===== config.mk =====
export PLATFORM = sky130hd
export DESIGN_NAME = debug_event_trigger_unit
export DESIGN_NICKNAME = d
export VERILOG_FILES = /design/src/dbg_trig_pkg.sv /design/src/debug_event_trigger_unit.sv /design/src/trig_compare.sv
export SDC_FILE = /design/constraint.sdc
export NUM_CORES = 1
export LEC_CHECK = 0
export ABC_AREA = 1
export BUFFER_PORTS_ARGS = -buffer_cell sky130_fd_sc_hd__buf_2
export CAP_MARGIN = 20
export CORE_AREA = 3 3 221 223
export CTS_CLUSTER_DIAMETER = 60
export CTS_CLUSTER_SIZE = 40
export DETAILED_ROUTE_END_ITERATION = 10
export DIE_AREA = 0 0 224 226
export GPL_ROUTABILITY_DRIVEN = 0
export GPL_TIMING_DRIVEN = 0
export HOLD_SLACK_MARGIN = 0.1
export PLACE_DENSITY = 0.64
export SLEW_MARGIN = 20
export SYNTH_ARGS = -nofsm -noshare
export SYNTH_HDL_FRONTEND = slang
export SYNTH_SLANG_ARGS = --single-unit

===== constraint.sdc =====
create_clock -name ref_clk -period 3.5 [get_ports ref_clk]
set_input_delay 0 -clock ref_clk [delete_from_list [all_inputs] [get_ports ref_clk]]
set_output_delay 0 -clock ref_clk [all_outputs]
set_load 0.005 [all_outputs]

===== src/dbg_trig_pkg.sv =====
package dbg_trig_pkg;

    // Trigger count and pairing
    localparam int NUM_TRIG = 8;
    localparam int ADDR_W = 32;
    localparam int TASK_W = 8;
    localparam int CFG_W = 8;
    localparam int CREG_W = 16;

    // Dedicated debug register window, never raises an event
    localparam logic [15:0] DBG_REG_LO = 16'hf000;
    localparam logic [15:0] DBG_REG_HI = 16'hfdff;

    // Reset values
    localparam logic [CFG_W-1:0] CFG_RST = 8'h00;
    localparam logic [NUM_TRIG-1:0] ACC_RST = 8'h00;

    // Trigger event configuration fields
    typedef struct packed {
        logic [TASK_W-1:0] task_identifier_field;
        logic task_match_enable;
        logic range_enable_bit;
        logic on_exec;
        logic on_load;
        logic on_store;
        logic [CFG_W-1:0] action;
    } trigger_event_cfg_t;

    // One access presented to the comparators
    typedef struct packed {
        logic fetch_valid;
        logic [ADDR_W-1:0] fetch_vaddr;
        logic load_valid;
        logic store_valid;
        logic [ADDR_W-1:0] data_vaddr;
    } access_t;

    // Event source codes
    typedef enum logic [2:0] {
        SRC_NONE = 3'b000,
        SRC_EXT = 3'b001,
        SRC_SW = 3'b010,
        SRC_CREG = 3'b011,
        SRC_TRIG = 3'b100
    } event_src_t;

endpackage : dbg_trig_pkg


===== src/debug_event_trigger_unit.sv =====
`timescale 1ns/1ps
`default_nettype none
module debug_event_trigger_unit
    import dbg_trig_pkg::*;
#(
    parameter int N_TRIG = NUM_TRIG
)
(
    input wire logic ref_clk,
    input wire logic sys_rst,
    input wire logic debug_enable_bit,
    input wire logic break_in,
    input wire logic noncancel_busy,
    input wire logic sw_debug_short,
    input wire logic sw_debug_long,
    input wire logic creg_move_valid,
    input wire logic [CREG_W-1:0] creg_move_addr,
    input wire logic creg_is_user_core_special_function_register,
    input wire logic [CFG_W-1:0] external_event_cfg,
    input wire logic [CFG_W-1:0] software_event_cfg,
    input wire logic [CFG_W-1:0] core_reg_access_event_cfg,
    input wire dbg_trig_pkg::trigger_event_cfg_t trigger_event_cfg [N_TRIG],
    input wire logic [ADDR_W-1:0] trigger_address_reg [N_TRIG],
    input wire logic [TASK_W-1:0] current_task_id_reg,
    input wire dbg_trig_pkg::access_t access_in,
    input wire logic acc_read,
    output logic event_valid,
    output dbg_trig_pkg::event_src_t event_src,
    output logic [CFG_W-1:0] event_action,
    output logic [N_TRIG-1:0] event_trig_hits,
    output logic [N_TRIG-1:0] accumulated_trigger_reg,
    output logic break_pending
);
    logic [N_TRIG-1:0] hit;
    logic [N_TRIG-1:0] active;
    logic [N_TRIG-1:0] range_on;
    logic creg_evt;
    logic sw_evt;
    logic trig_evt;
    logic brk_go;
    logic [CFG_W-1:0] trig_action;
    logic brk_r;
    logic brk_nxt;
    logic ev_r;
    logic ev_nxt;
    event_src_t src_r;
    event_src_t src_nxt;
    logic [CFG_W-1:0] act_r;
    logic [CFG_W-1:0] act_nxt;
    logic [N_TRIG-1:0] hits_r;
    logic [N_TRIG-1:0] hits_nxt;
    logic [N_TRIG-1:0] acc_r;
    logic [N_TRIG-1:0] acc_nxt;

    // Even triggers own the range bit; odd ones never do
    always_comb
    begin
        range_on = '0;
        for (int i = 0; i + 1 < N_TRIG; i += 2)
        begin
            range_on[i] = trigger_event_cfg[i].range_enable_bit;
        end
    end

    // One comparator per trigger, upper limit from the odd neighbour
    for (genvar g = 0; g < N_TRIG; g++)
    begin : g_trig
        localparam int HI = (g + 1 < N_TRIG) ? g + 1 : g;
        trig_compare u_cmp
        (
            .cfg(trigger_event_cfg[g]),
            .lo_addr(trigger_address_reg[g]),
            .hi_addr(trigger_address_reg[HI]),
            .range_mode(range_on[g]),
            .acc(access_in),
            .current_task_id_reg(current_task_id_reg),
            .hit(hit[g])
        );
    end

    // An odd trigger consumed by a range is silent, so only even bit records
    always_comb
    begin
        active = hit;
        for (int i = 1; i < N_TRIG; i += 2)
        begin
            if (range_on[i-1])
            begin
                active[i] = 1'b0;
            end
        end
        trig_action = '0;
        for (int i = N_TRIG - 1; i >= 0; i--)
        begin
            if (active[i])
            begin
                trig_action = trigger_event_cfg[i].action;
            end
        end
    end

    // Only user special registers outside the debug window count
    assign creg_evt = creg_move_valid && creg_is_user_core_special_function_register &&
        !((creg_move_addr >= DBG_REG_LO) &&
        (creg_move_addr <= DBG_REG_HI));
    assign sw_evt = sw_debug_short || sw_debug_long;
    assign trig_evt = |active;
    // Break-in is held until the core can take it; it is dropped while debug_enable_bit is low
    assign brk_go = (brk_r || break_in) && !noncancel_busy;

    // Source selection; lowest priority sources wait a cycle only via re-present
    always_comb
    begin
        brk_nxt = brk_r;
        ev_nxt = 1'b0;
        src_nxt = SRC_NONE;
        act_nxt = '0;
        hits_nxt = '0;
        if (!debug_enable_bit)
        begin
            brk_nxt = 1'b0;
        end
        else
        begin
            brk_nxt = (brk_r || break_in) && noncancel_busy;
            if (brk_go)
            begin
                ev_nxt = 1'b1;
                src_nxt = SRC_EXT;
                act_nxt = external_event_cfg;
            end
            else if (sw_evt)
            begin
                ev_nxt = 1'b1;
                src_nxt = SRC_SW;
                act_nxt = software_event_cfg;
            end
            else if (creg_evt)
            begin
                ev_nxt = 1'b1;
                src_nxt = SRC_CREG;
                act_nxt = core_reg_access_event_cfg;
            end
            else if (trig_evt)
            begin
                ev_nxt = 1'b1;
                src_nxt = SRC_TRIG;
                act_nxt = trig_action;
                hits_nxt = active;
            end
        end
    end

    // Record survives a read in the same cycle as a new activation
    always_comb
    begin
        acc_nxt = acc_read ? active : (acc_r | active);
    end

    always_ff @(posedge ref_clk or posedge sys_rst)
    begin
        if (sys_rst)
        begin
            brk_r <= 1'b0;
            ev_r <= 1'b0;
            src_r <= SRC_NONE;
            act_r <= CFG_RST;
            hits_r <= ACC_RST;
            acc_r <= ACC_RST;
        end
        else
        begin
            brk_r <= brk_nxt;
            ev_r <= ev_nxt;
            src_r <= src_nxt;
            act_r <= act_nxt;
            hits_r <= hits_nxt;
            acc_r <= acc_nxt;
        end
    end

    assign event_valid = ev_r;
    assign event_src = src_r;
    assign event_action = act_r;
    assign event_trig_hits = hits_r;
    assign accumulated_trigger_reg = acc_r;
    assign break_pending = brk_r;

    // Checks
    property p_no_evt_disabled;
        @(posedge ref_clk) disable iff (sys_rst)
        !debug_enable_bit |=> !event_valid;
    endproperty
    a_no_evt_disabled: assert property (p_no_evt_disabled)
        else $error("event while disabled");

    property p_brk_wait;
        @(posedge ref_clk) disable iff (sys_rst)
        debug_enable_bit && break_in && noncancel_busy |=> break_pending;
    endproperty
    a_brk_wait: assert property (p_brk_wait)
        else $error("break-in lost while busy");

    property p_brk_action;
        @(posedge ref_clk) disable iff (sys_rst)
        debug_enable_bit && brk_go |=>
            event_valid && event_src == SRC_EXT &&
            event_action == $past(external_event_cfg);
    endproperty
    a_brk_action: assert property (p_brk_action)
        else $error("break-in event wrong");

    property p_sw_evt;
        @(posedge ref_clk) disable iff (sys_rst)
        debug_enable_bit && !brk_go && (sw_debug_short || sw_debug_long) |=>
            event_valid && event_src == SRC_SW &&
            event_action == $past(software_event_cfg);
    endproperty
    a_sw_evt: assert property (p_sw_evt)
        else $error("debug instruction event wrong");

    property p_dbg_window;
        @(posedge ref_clk) disable iff (sys_rst)
        creg_move_valid && creg_move_addr >= DBG_REG_LO &&
            creg_move_addr <= DBG_REG_HI && !sw_evt && !brk_go && !trig_evt
            |=> !event_valid;
    endproperty
    a_dbg_window: assert property (p_dbg_window)
        else $error("debug register move raised event");

    property p_acc_set;
        @(posedge ref_clk) disable iff (sys_rst)
        active[0] |=> accumulated_trigger_reg[0];
    endproperty
    a_acc_set: assert property (p_acc_set)
        else $error("trigger not recorded");

    property p_acc_clear;
        @(posedge ref_clk) disable iff (sys_rst)
        acc_read && !(|active) |=> accumulated_trigger_reg == '0;
    endproperty
    a_acc_clear: assert property (p_acc_clear)
        else $error("read did not clear");

    property p_range_odd;
        @(posedge ref_clk) disable iff (sys_rst)
        range_on[0] && !acc_read |=>
            accumulated_trigger_reg[1] == $past(accumulated_trigger_reg[1]);
    endproperty
    a_range_odd: assert property (p_range_odd)
        else $error("odd range bit recorded");

    property p_src_code;
        @(posedge ref_clk) disable iff (sys_rst)
        event_valid == (event_src != SRC_NONE);
    endproperty
    a_src_code: assert property (p_src_code)
        else $error("event source code out of step with valid");

    property p_brk_drop;
        @(posedge ref_clk) disable iff (sys_rst)
        !debug_enable_bit |=> !break_pending;
    endproperty
    a_brk_drop: assert property (p_brk_drop)
        else $error("break-in kept while disabled");

    // Move to a user register outside the debug window, nothing above it
    property p_creg_evt;
        @(posedge ref_clk) disable iff (sys_rst)
        debug_enable_bit && !brk_go && !sw_evt && creg_move_valid &&
            creg_is_user_core_special_function_register &&
            (creg_move_addr < DBG_REG_LO || creg_move_addr > DBG_REG_HI)
            |=> event_valid && event_src == SRC_CREG &&
            event_action == $past(core_reg_access_event_cfg);
    endproperty
    a_creg_evt: assert property (p_creg_evt)
        else $error("register move event wrong");

    property p_perf_quiet;
        @(posedge ref_clk) disable iff (sys_rst)
        creg_move_valid && !creg_is_user_core_special_function_register && !sw_evt && !brk_go &&
            !trig_evt |=> !event_valid;
    endproperty
    a_perf_quiet: assert property (p_perf_quiet)
        else $error("non-user register move raised event");

    // Trigger 0 alone: the event carries its own action and hit bit
    property p_trig_action;
        @(posedge ref_clk) disable iff (sys_rst)
        debug_enable_bit && !brk_go && !sw_evt && !creg_evt && active[0]
            |=> event_valid && event_src == SRC_TRIG && event_trig_hits[0] &&
            event_action == $past(trigger_event_cfg[0].action);
    endproperty
    a_trig_action: assert property (p_trig_action)
        else $error("trigger event action wrong");

    property p_trig_idle;
        @(posedge ref_clk) disable iff (sys_rst)
        !trigger_event_cfg[0].on_exec && !trigger_event_cfg[0].on_load &&
            !trigger_event_cfg[0].on_store |-> !hit[0];
    endproperty
    a_trig_idle: assert property (p_trig_idle)
        else $error("trigger fired with no access kind");

    // Fetch inside range 0 is recorded on the even bit
    property p_range_fire;
        @(posedge ref_clk) disable iff (sys_rst)
        range_on[0] && trigger_event_cfg[0].on_exec &&
            !trigger_event_cfg[0].task_match_enable &&
            access_in.fetch_valid &&
            access_in.fetch_vaddr >= trigger_address_reg[0] &&
            access_in.fetch_vaddr < trigger_address_reg[1]
            |=> accumulated_trigger_reg[0];
    endproperty
    a_range_fire: assert property (p_range_fire)
        else $error("fetch in range not recorded");

    property p_task_block;
        @(posedge ref_clk) disable iff (sys_rst)
        trigger_event_cfg[0].task_match_enable &&
            trigger_event_cfg[0].task_identifier_field != current_task_id_reg
            |-> !hit[0];
    endproperty
    a_task_block: assert property (p_task_block)
        else $error("trigger fired for another task");

    c_brk: cover property (@(posedge ref_clk) event_src == SRC_EXT);
    c_trig: cover property (@(posedge ref_clk) event_src == SRC_TRIG);
    c_range: cover property (@(posedge ref_clk) range_on[0] && active[0]);
    c_creg: cover property (@(posedge ref_clk) event_src == SRC_CREG);
    c_sw: cover property (@(posedge ref_clk) event_src == SRC_SW);
endmodule : debug_event_trigger_unit
`default_nettype wire


===== src/trig_compare.sv =====
`timescale 1ns/1ps
`default_nettype none
// One trigger's address comparison; range limit comes from the odd neighbour
module trig_compare
    import dbg_trig_pkg::*;
(
    input wire dbg_trig_pkg::trigger_event_cfg_t cfg,
    input wire logic [ADDR_W-1:0] lo_addr,
    input wire logic [ADDR_W-1:0] hi_addr,
    input wire logic range_mode,
    input wire dbg_trig_pkg::access_t acc,
    input wire logic [TASK_W-1:0] current_task_id_reg,
    output logic hit
);
    logic f_m;
    logic d_m;
    logic task_ok;

    // Virtual address compare, single or half-open range
    always_comb
    begin
        if (range_mode)
        begin
            f_m = (acc.fetch_vaddr >= lo_addr) && (acc.fetch_vaddr < hi_addr);
            d_m = (acc.data_vaddr >= lo_addr) && (acc.data_vaddr < hi_addr);
        end
        else
        begin
            f_m = (acc.fetch_vaddr == lo_addr);
            d_m = (acc.data_vaddr == lo_addr);
        end
        task_ok = !cfg.task_match_enable ||
            (cfg.task_identifier_field == current_task_id_reg);
        hit = task_ok && ((cfg.on_exec && acc.fetch_valid && f_m) ||
            (cfg.on_load && acc.load_valid && d_m) ||
            (cfg.on_store && acc.store_valid && d_m));
    end
endmodule : trig_compare
`default_nettype wire

* Word-level counts from Yosys, hierarchy flattened
Index checks and enable logic that the tools add are counted.
** Word-level totals
- Register bits after elaboration :: 29
- Input port bits :: 549
- Output and inout port bits :: 29
- Logic and storage cells :: 197
** Cells by class
- $lt $le $gt $ge :: 18
- Equality and inequality tests :: 24
- Muxes and demuxes :: 42
- Bitwise operators :: 1
- Reductions and logical operators :: 106
** Operator list (count)
- 32-bit equality test :: 16
- 32-bit greater-or-equal comparator :: 8
- 32-bit less-than comparator :: 8
- 8-bit two-way mux :: 19
- 1-bit logical AND :: 69
- 8-bit equality test :: 8
- 1-bit logical OR :: 26
- 1-bit two-way mux :: 18
- 16-bit greater-or-equal comparator, second input constant :: 1
- 16-bit less-or-equal comparator, second input constant :: 1
- 3-bit two-way mux :: 5
- 1-bit logical NOT :: 10
- 8-bit OR :: 1
- 8-bit OR reduction :: 1

* Depth between registers and ports, before layout
Gate-level depths: netlist of run 1.
- Depth after elaboration :: 19
- Mapped depth :: 31
- Depth with buffers taken out :: 30

* Hierarchy
Synthesis of run 1 repeated with hierarchy kept, for this count alone.
** Second synthesis, totals
- Cell total of the unflattened synthesis :: 4313
- Area, all modules :: 28322.2 um2
** By module, submodules not included
- trig_compare :: times used 8, cells an instance 489, area an instance 3250.6 um2, seq. area each 0.0 um2
- debug_event_trigger_unit :: times used 1, cells an instance 401, area an instance 2317.2 um2, seq. area each 725.7 um2

* Least setup slack after synthesis of run 1
OpenSTA, ideal clock, no wires.
- Kind :: input-to-reg
- Start :: in trigger_address_reg[95] (netlist name)
- End :: reg act_r[5] (netlist: event_action[5])
- Arrival time :: 1.978 ns
- Data required time :: 3.384 ns
- Path slack :: 1.406 ns
- Cell stages on the path :: 21
- Cell sequence :: inv_1 -> ha_1 -> nand2_1 -> nor2_1 -> nand2_1 -> nor4_1 -> nand4_1 -> nand3_1 -> nand3_2 -> buf_6 -> or2_0 -> nand3_1 -> nand2_1 -> nand2_1 -> nand2_1 -> nand2_1 -> nand2_1 -> nand2_1 -> nand2_1 -> nand2_1 -> nand2_1
** Between the ends
- Cells in the longest elaborated chain, start to end :: 17
- Elaborated cells between the ends (all ways) :: 33
- Those cells by class :: order compare: 2; eq/ne: 2; mux: 14; reduce/logical: 15
** Ends and longest elaborated chain
- start, declared :: line debug_event_trigger_unit.sv:23 : input wire logic [ADDR_W-1:0] trigger_address_reg [N_TRIG],
- 32-bit less-than comparator (tied with other cells) :: line trig_compare.sv:24 : f_m = (acc.fetch_vaddr >= lo_addr) && (acc.fetch_vaddr < hi_addr);
- 1-bit logical AND, on equally long branches
- 1-bit two-way mux or 1-bit logical OR (tied branches) :: line trig_compare.sv:22, trig_compare.sv:34
- 1-bit logical AND (tied with other cells) :: line trig_compare.sv:34 : hit = task_ok && ((cfg.on_exec && acc.fetch_valid && f_m) ||
- 1-bit logical OR or 1-bit logical AND (tied branches) :: line trig_compare.sv:34
- 1-bit logical OR or 1-bit two-way mux (tied branches) :: line trig_compare.sv:35, debug_event_trigger_unit.sv:87
- 1-bit logical AND or 8-bit two-way mux (tied branches) :: line trig_compare.sv:34, debug_event_trigger_unit.sv:95
- 8-bit two-way mux (5 in a row) :: line debug_event_trigger_unit.sv:95 : if (active[i])
- 8-bit two-way mux (*) :: line debug_event_trigger_unit.sv:144 : else if (trig_evt)
- 8-bit two-way mux (*) :: line debug_event_trigger_unit.sv:138 : else if (creg_evt)
- 8-bit two-way mux (*) :: line debug_event_trigger_unit.sv:132 : else if (sw_evt)
- 8-bit two-way mux (*) :: line debug_event_trigger_unit.sv:126 : if (brk_go)
- 8-bit two-way mux (*) :: line debug_event_trigger_unit.sv:119 : if (!debug_enable_bit)
- named net act_nxt[5] :: line debug_event_trigger_unit.sv:49 : logic [CFG_W-1:0] act_nxt;
- end signal, assigned :: line debug_event_trigger_unit.sv:176 : act_r <= act_nxt;
- end, declared :: line debug_event_trigger_unit.sv:48 : logic [CFG_W-1:0] act_r;
The timed path passes the listed nets; every way through them passes the cells marked *.

* Worst setup path after layout of run 1
- Start :: in access_in[31] (netlist name)
- End :: reg act_r[1] (netlist: event_action[1])
** Between the ends
- Cells in the longest elaborated chain, start to end :: 19
- Elaborated cells between the ends (all ways) :: 82
- Those cells by class :: order compare: 8; eq/ne: 8; mux: 21; reduce/logical: 45
** Ends and longest elaborated chain
- start, declared :: line debug_event_trigger_unit.sv:25 : input wire dbg_trig_pkg::access_t access_in,
- 32-bit greater-or-equal comparator (tied with other cells) :: line trig_compare.sv:25 : d_m = (acc.data_vaddr >= lo_addr) && (acc.data_vaddr < hi_addr);
- 1-bit logical AND, on equally long branches :: line trig_compare.sv:25, trig_compare.sv:35
- 1-bit two-way mux or 1-bit logical OR (tied branches) :: line trig_compare.sv:22, trig_compare.sv:34
- 1-bit logical AND or 1-bit logical OR (tied branches) :: line trig_compare.sv:35 : (cfg.on_load && acc.load_valid && d_m) ||
- 1-bit logical OR or 1-bit logical AND (tied branches) :: line trig_compare.sv:34
- 1-bit logical OR or 1-bit two-way mux (tied branches) :: line trig_compare.sv:35, debug_event_trigger_unit.sv:87
- 1-bit logical AND or 8-bit two-way mux (tied branches) :: line trig_compare.sv:34, debug_event_trigger_unit.sv:95
- 8-bit two-way mux (7 in a row) :: line debug_event_trigger_unit.sv:95
- 8-bit two-way mux (*) :: line debug_event_trigger_unit.sv:144
- 8-bit two-way mux (*) :: line debug_event_trigger_unit.sv:138
- 8-bit two-way mux (*) :: line debug_event_trigger_unit.sv:132
- 8-bit two-way mux (*) :: line debug_event_trigger_unit.sv:126
- 8-bit two-way mux (*) :: line debug_event_trigger_unit.sv:119
- named net act_nxt[1] :: line debug_event_trigger_unit.sv:49
Marks and branches as above.

==> run_results.csv, run 1 <==
group,metric,value,unit
cts,cts-htree-levels,2,
detailed_routing,final_antenna_net_count,0,
timing,finalCritPeriodShare,95.0,%
global_routing,grt_pass1_vias,16700,
finish,fin_nets,3993,
die,initial_core_util,33.2,%
die,io_pins,578,
pwr,combinationalPowerShare,73.9,%
die,fp.dieW,224,microns
die,die_h,226,microns
yosys,syn_inst,2343,
run_status,status,"finished, final reports clean",
timing,finClkSkew,0.00645,ns
yosys,synth-compound-area-share,15.9,%
pwr,seq_power_share,12.0,%
cts,clk_path_buf_depth,2,
yosys,synth_area_leaders,"ha_1, nand2_1, inv_1, a21oi_1, dfrtp_1",
die,core.rowCount,79,
timing,tightest_slew,1.13,ns
die,die_area,50600,sq um
timing,rsz0062_at_grt,"no",
global_routing,antenna_found_initial,7,
detailed_routing,wl_per_cell,19.6,microns
place,detailed_place.area,19100,sq um
detailed_routing,drt-total-wl,69.5,mm
yosys,yosysWarnings,0,
cts,root_buffer,"clkbuf_16",
place,dp_hpwl,60.4,mm
global_routing,grt_pass1_wl,99.8,mm
finish,fillers,5052,
yosys,syn_area,15500,sq um
finish,post-route-util,41.8,%
global_routing,track_usage,26.0,%
timing,layout_setup_ws,0.174,ns
global_routing,gr-total-overflow,0,
cts,postCtsSetupBuffers,0,
pwr,cellLeakagePower,11.5,nW
setup_path,cp-start-kind,"input pin",
timing,maxSlewViolCount,0,
place,port_buffers,555,
yosys,syn_avg_cell_area,6.63,sq um
pwr,internal_power,1.50,mW
cts,clock_latency,0.28,ns
yosys,synth_fa_ha_area_share,41.2,%
yosys,synth_top_area_share,41.2,%
cts,clkTransAtPathRegs,0.05,ns
timing,period_needed,3.33,ns
finish,area_delta_synth_final,25.7,%
setup_path,crit_arrival,3.50,ns
finish,drive_gt1_share,21.7,%
yosys,synth_most_common_cell,"nand2_1",
place,pre_cts_ws,-0.0925,ns
yosys,synth_top_family_by_area,"adder cells",
yosys,synth_seq_area_share,4.67,%
global_routing,grt_max_degree,30,
yosys,synthMuxAreaShare,0,%
flow_run,maxCapViolCount,0,
timing,finalSetupViolCount,0,
yosys,synth_edf_count,0,
finish,stdcell_area,19500,sq um
setup_path,path_class,"in -> reg",
cts,cts_tree,"built",
yosys,yosysTopAreaCell,"ha_1",
detailed_routing,vias,17800,
finish,seq_area,726,sq um
timing,hold_viol,0,
pwr,vdd_ir_drop_max,0.000175,V
yosys,synth_cell_types,55,
pwr,clkPwrFrac,14.2,%
yosys,syn_nets,3404,
detailed_routing,first_pass_iters,5,
setup_path,required,3.68,ns
hold_path,hold_path.class,"in -> reg",
cts,cts_sinks,29,
timing,fmax,301,MHz
die,design.core.area,46800,sq um
pwr,powerDensity,152,nW/um^2
yosys,yosys.area_share.xor_xnor,2.43,%
detailed_routing,drt_iter0_markers,1275,
yosys,synth_ff_type,"dfrtp_1",
finish,multi_input_area,13300,sq um
yosys,synthArstFlopShare,100,%
detailed_routing,drt-vias-per-instance,5.03,
detailed_routing,drc,0,
yosys,synthSimpleGateAreaFrac,25.6,%
pwr,sw_frac_of_total,49.4,%
cts,cts_buffers,5,
yosys,synth_top_cells_by_count,"nand2_1, ha_1, inv_1",
setup_path,worstSetupEndpointType,"flip-flop",
setup_path,cp_max_fo,10,
pwr,p_sw,1.47,mW
yosys,ys_ff_latch,29,
timing,maxSlewHeadroom,24.1,%
critical path, cell delays in order:
cell and delay, ns:
buf_2 0.20, ha_1 0.34, nand2_1 0.08, nor2_1 0.16, nand4_1 0.21, nor4_1 0.91
nand3_1 0.30, nand2_1 0.26, nand3_1 0.10, nand2_1 0.12, nand2_2 0.15, o21ai_0 0.23
inv_1 0.06, nand2_1 0.08, nand2_1 0.09, nand2_1 0.07, nand2_1 0.04, nand2_1 0.06
nand2_1 0.04
path summary, 6_finish.rpt:
path | from | cells past startpoint | slack [ns] | to
min reg2reg | accumulated_trigger_reg[5] | 2 | 0.52 | accumulated_trigger_reg[5]
min | core_reg_access_event_cfg[0] | 7 | 0.09 | event_action[0]
max reg2reg | break_pending | 6 | 1.91 | event_action[6]
max | access_in[31] | 19 | 0.17 | event_action[1]
min in group asynchronous | sys_rst | 3 | 0.38 | event_trig_hits[4]
max in group asynchronous | sys_rst | 3 | 2.67 | event_action[2]
repair_timing:
item | in CTS | in global routing
endpoints found under the setup margin | 0 | 9
resized for setup | 0 | 4
hold endpoints to repair | 49 | 0
hold buffers | 27 | 0
routing by layer:
metal / wire [microns] / track usage [%] / share of wire, % / vias to the layer above
li1: - / - / - / 9164
met2: 31400 / 42.9 / 45 / 716
met5: 0 / 0 / 0 / -
met4: 1310 / 4.73 / 1.9 / 0
met3: 4880 / 2.68 / 7.0 / 88
met1: 31900 / 37.1 / 46 / 7860
layout by cell type (no fill, tap or decap), types with 4 or more instances in the layout:
cell	n
nor4_1	14
a21oi_1	272
o21a_1	19
nor2_2	8
nor2_1	143
xnor2_1	33
o211ai_1	18
buf_4	5
buf_6	5
o21ai_0	91
nand2_2	5
nand3_1	96
dfrtp_1	29
o221ai_1	7
clkbuf_1	5
ha_1	512
xor2_1	7
a31oi_1	7
dlygate4sd3_1	27
inv_2	4
clkbuf_16	5
buf_2	561
diode_2	7
nand3b_1	7
nand2_1	525
nor3_1	22
or2_2	26
a22o_1	6
nand4_1	51
inv_1	377
a21o_1	4
power by group through the flow:
stage / clock (mW) / sequential (mW) / combinational (mW)
after floorplan: 0 / 0.363 / 1.25
after global placement: 0 / 0.362 / 2.12
after detailed placement: 0 / 0.362 / 2.15
after CTS: 0.419 / 0.356 / 2.18
after global routing: 0.435 / 0.357 / 2.51
final: 0.421 / 0.356 / 2.20
stage by stage:
stage / instances / hold slack (ns) / total power, mW / setup TNS [ns]
finish: 3547 / 0.0916 / 2.97 / 0
global route: 3544 / 0.122 / 3.30 / 0
CTS: 3540 / 0.102 / 2.96 / 0
detailed placement: 3505 / 0.127 / 2.51 / -0.317
global placement: 3505 / 0.204 / 2.48 / -2.91
floorplan: 2343 / 0.0781 / 1.61 / 0
cells by family (layout without fill, tap and decap cells):
logic type | after synthesis | in the layout
AO/OA/AOI/OAI | 441 | 441
XOR/XNOR | 41 | 41
adder cells (fa/ha/maj) | 512 | 512
buffers and inverters | 403 | 993
flip-flops | 29 | 29
other | 0 | 7
AND/OR/NAND/NOR | 917 | 917
area by class of cell:
class                      instances  area share [%]
tap                              607            3.89
clock buffer                       6           0.660
antenna                            7          0.0897
buffer                            20           0.711
multi-input combinational       1911            67.9
sequential                        29            3.72
timing repair buffer             582            15.6
inverter                         383            7.36
clock inverter                     2          0.0513
Power figures use the tool's default switching activity.
==> inputs of run 2 (changes only) <==
Clock period 3.5 ns to 3.7 ns, I/O delays scaled along.
==> run 2 against run 1 <==
Critical path type unchanged. Largest power group unchanged. Highest routed layer unchanged. Utilization is 0.059 points lower. Critical endpoint is now event_action[3]. Power is 5.5% lower. Non-clock buffer count stayed put. Wire length hardly changed. Global-route usage stayed put. Clock-buffer cell count stayed put. Flip-flop and latch count stayed put. Largest cell class unchanged.
==> run_results.csv, run 2 (same netlist as run 1, synthesis figures left out) <==
group,metric,value,unit
flow_run,maxCapViolCount,0,
die,io_pins,578,
hold_path,hold-path-cell-count,4,
timing,tns,0,ns
setup_path,reg2reg_slack,2.13,ns
timing,rsz0062_at_grt,"no",
cts,clkTransAtPathRegs,0.05,ns
setup_path,crit_arrival,3.57,ns
place,port_buffers,555,
timing,finalSetupViolCount,0,
die,design.core.area,46800,sq um
global_routing,gr-total-overflow,0,
place,dp_cells,3505,
setup_path,required,3.92,ns
die,core.rowCount,79,
detailed_routing,vias,17900,
cts,root_buffer,"clkbuf_16",
timing,maxSlewViolCount,0,
global_routing,grt_pass1_vias,16700,
timing,finalCritPeriodShare,90.6,%
timing,hold_viol,0,
pwr,vdd_ir_drop_max,0.000162,V
die,die_h,226,microns
place,detailed_place.area,19100,sq um
detailed_routing,drt_iter0_markers,1237,
timing,fmax,298,MHz
global_routing,track_usage,26.0,%
finish,fin_nets,3993,
cts,cts_buffers,5,
cts,clk_path_buf_depth,2,
timing,period_needed,3.35,ns
cts,cts-htree-levels,2,
pwr,powerDensity,144,nW/um^2
cts,clock_latency,0.28,ns
setup_path,r2r_cells,6,
detailed_routing,drt-total-wl,69.5,mm
hold_path,hold_path.class,"in -> reg",
die,fp.dieW,224,microns
cts,cts_tree,"built",
finish,final_common_cell,"buf_2",
pwr,cellLeakagePower,11.5,nW
setup_path,path_class,"in -> reg",
run_status,status,"finished, final reports clean",
global_routing,antenna_found_initial,7,
setup_path,cp-start-kind,"input pin",
detailed_routing,drt-vias-per-instance,5.03,
timing,finClkSkew,0.00866,ns
timing,tightest_slew,1.11,ns
setup_path,worstSetupEndpointType,"flip-flop",
detailed_routing,final_antenna_net_count,0,
global_routing,grt_max_degree,30,
pwr,finalPower,2.81,mW
detailed_routing,wl_per_cell,19.6,microns
finish,drive_gt1_share,21.6,%
detailed_routing,drc,0,
finish,area_delta_synth_final,25.6,%
place,dp_hpwl,60.4,mm
finish,stdcell_area,19500,sq um
die,initial_core_util,33.2,%
cts,cts_sinks,29,
timing,maxSlewHeadroom,25.2,%
detailed_routing,first_pass_iters,5,
finish,layout.cells.non_filler,3547,
global_routing,grt_pass1_wl,99.8,mm
finish,most-common-layout-cells,"buf_2, nand2_1, ha_1, inv_1, a21oi_1",
setup_path,cp_max_fo,9,
die,die_area,50600,sq um
## run 2: final timing paths
kind | start | to
max | access_in[31] | event_action[3]
max in group asynchronous | sys_rst | event_action[2]
min | trigger_event_cfg[12] | event_trig_hits[7]
min reg2reg | accumulated_trigger_reg[5] | accumulated_trigger_reg[5]
min in group asynchronous | sys_rst | event_trig_hits[4]
max reg2reg | break_pending | event_action[6]
## run 2: timing repair
item / 4_1_cts / 5_1_grt
endpoints found under the hold margin: 49 / 0
buffers inserted: 0 / 0
gates resized for setup: 0 / 0
hold buffers: 27 / 0
## run 2: worst max-delay path, stage by stage
cell	delay (ns)
buf_2	0.20
ha_1	0.33
nand2_1	0.07
nor2_1	0.18
nand2_1	0.09
nor4b_1	0.88
nand2_1	0.21
a21boi_2	0.52
inv_1	0.12
nand3_1	0.13
nor2_1	0.06
nand3_1	0.10
nand3b_4	0.17
nand2_4	0.13
nor2_2	0.10
nand2_1	0.09
nand2_1	0.07
nand2_1	0.05
nand2_1	0.06
## run 2: layer usage
metal | track usage [%] | part of all wire [%] | vias up
li1 | - | - | 9165
met2 | 42.9 | 45 | 708
met5 | 0 | 0 | -
met4 | 4.73 | 2.0 | 0
met3 | 2.68 | 6.4 | 90
met1 | 37.1 | 47 | 7890
## run 2: final cells by class
class | count | area (sq um)
timing repair buffer | 582 | 3050
clock inverter | 2 | 10.0
inverter | 383 | 1440
antenna | 7 | 17.5
tap | 607 | 759
fill | 5055 | 27300
clock buffer | 6 | 129
sequential | 29 | 726
buffer | 20 | 139
multi-input combinational | 1911 | 13200
## run 2: stage by stage
stage / hold WS [ns] / setup slack [ns] / utilization (%)
after floorplan: 0.0781 / 1.61 / -
final: 0.0956 / 0.348 / 41.7
after global placement: 0.204 / -0.209 / 40.8
after global routing: 0.122 / 0.0838 / 41.7
after detailed placement: 0.127 / 0.108 / 40.8
after CTS: 0.102 / 0.389 / 41.7
## run 2: power breakdown
part	total (mW)	internal, mW	switching, mW
logic	2.08	0.845	1.23
registers	0.337	0.332	0.00505
clock network	0.394	0.246	0.148
total	2.81	1.42	1.39
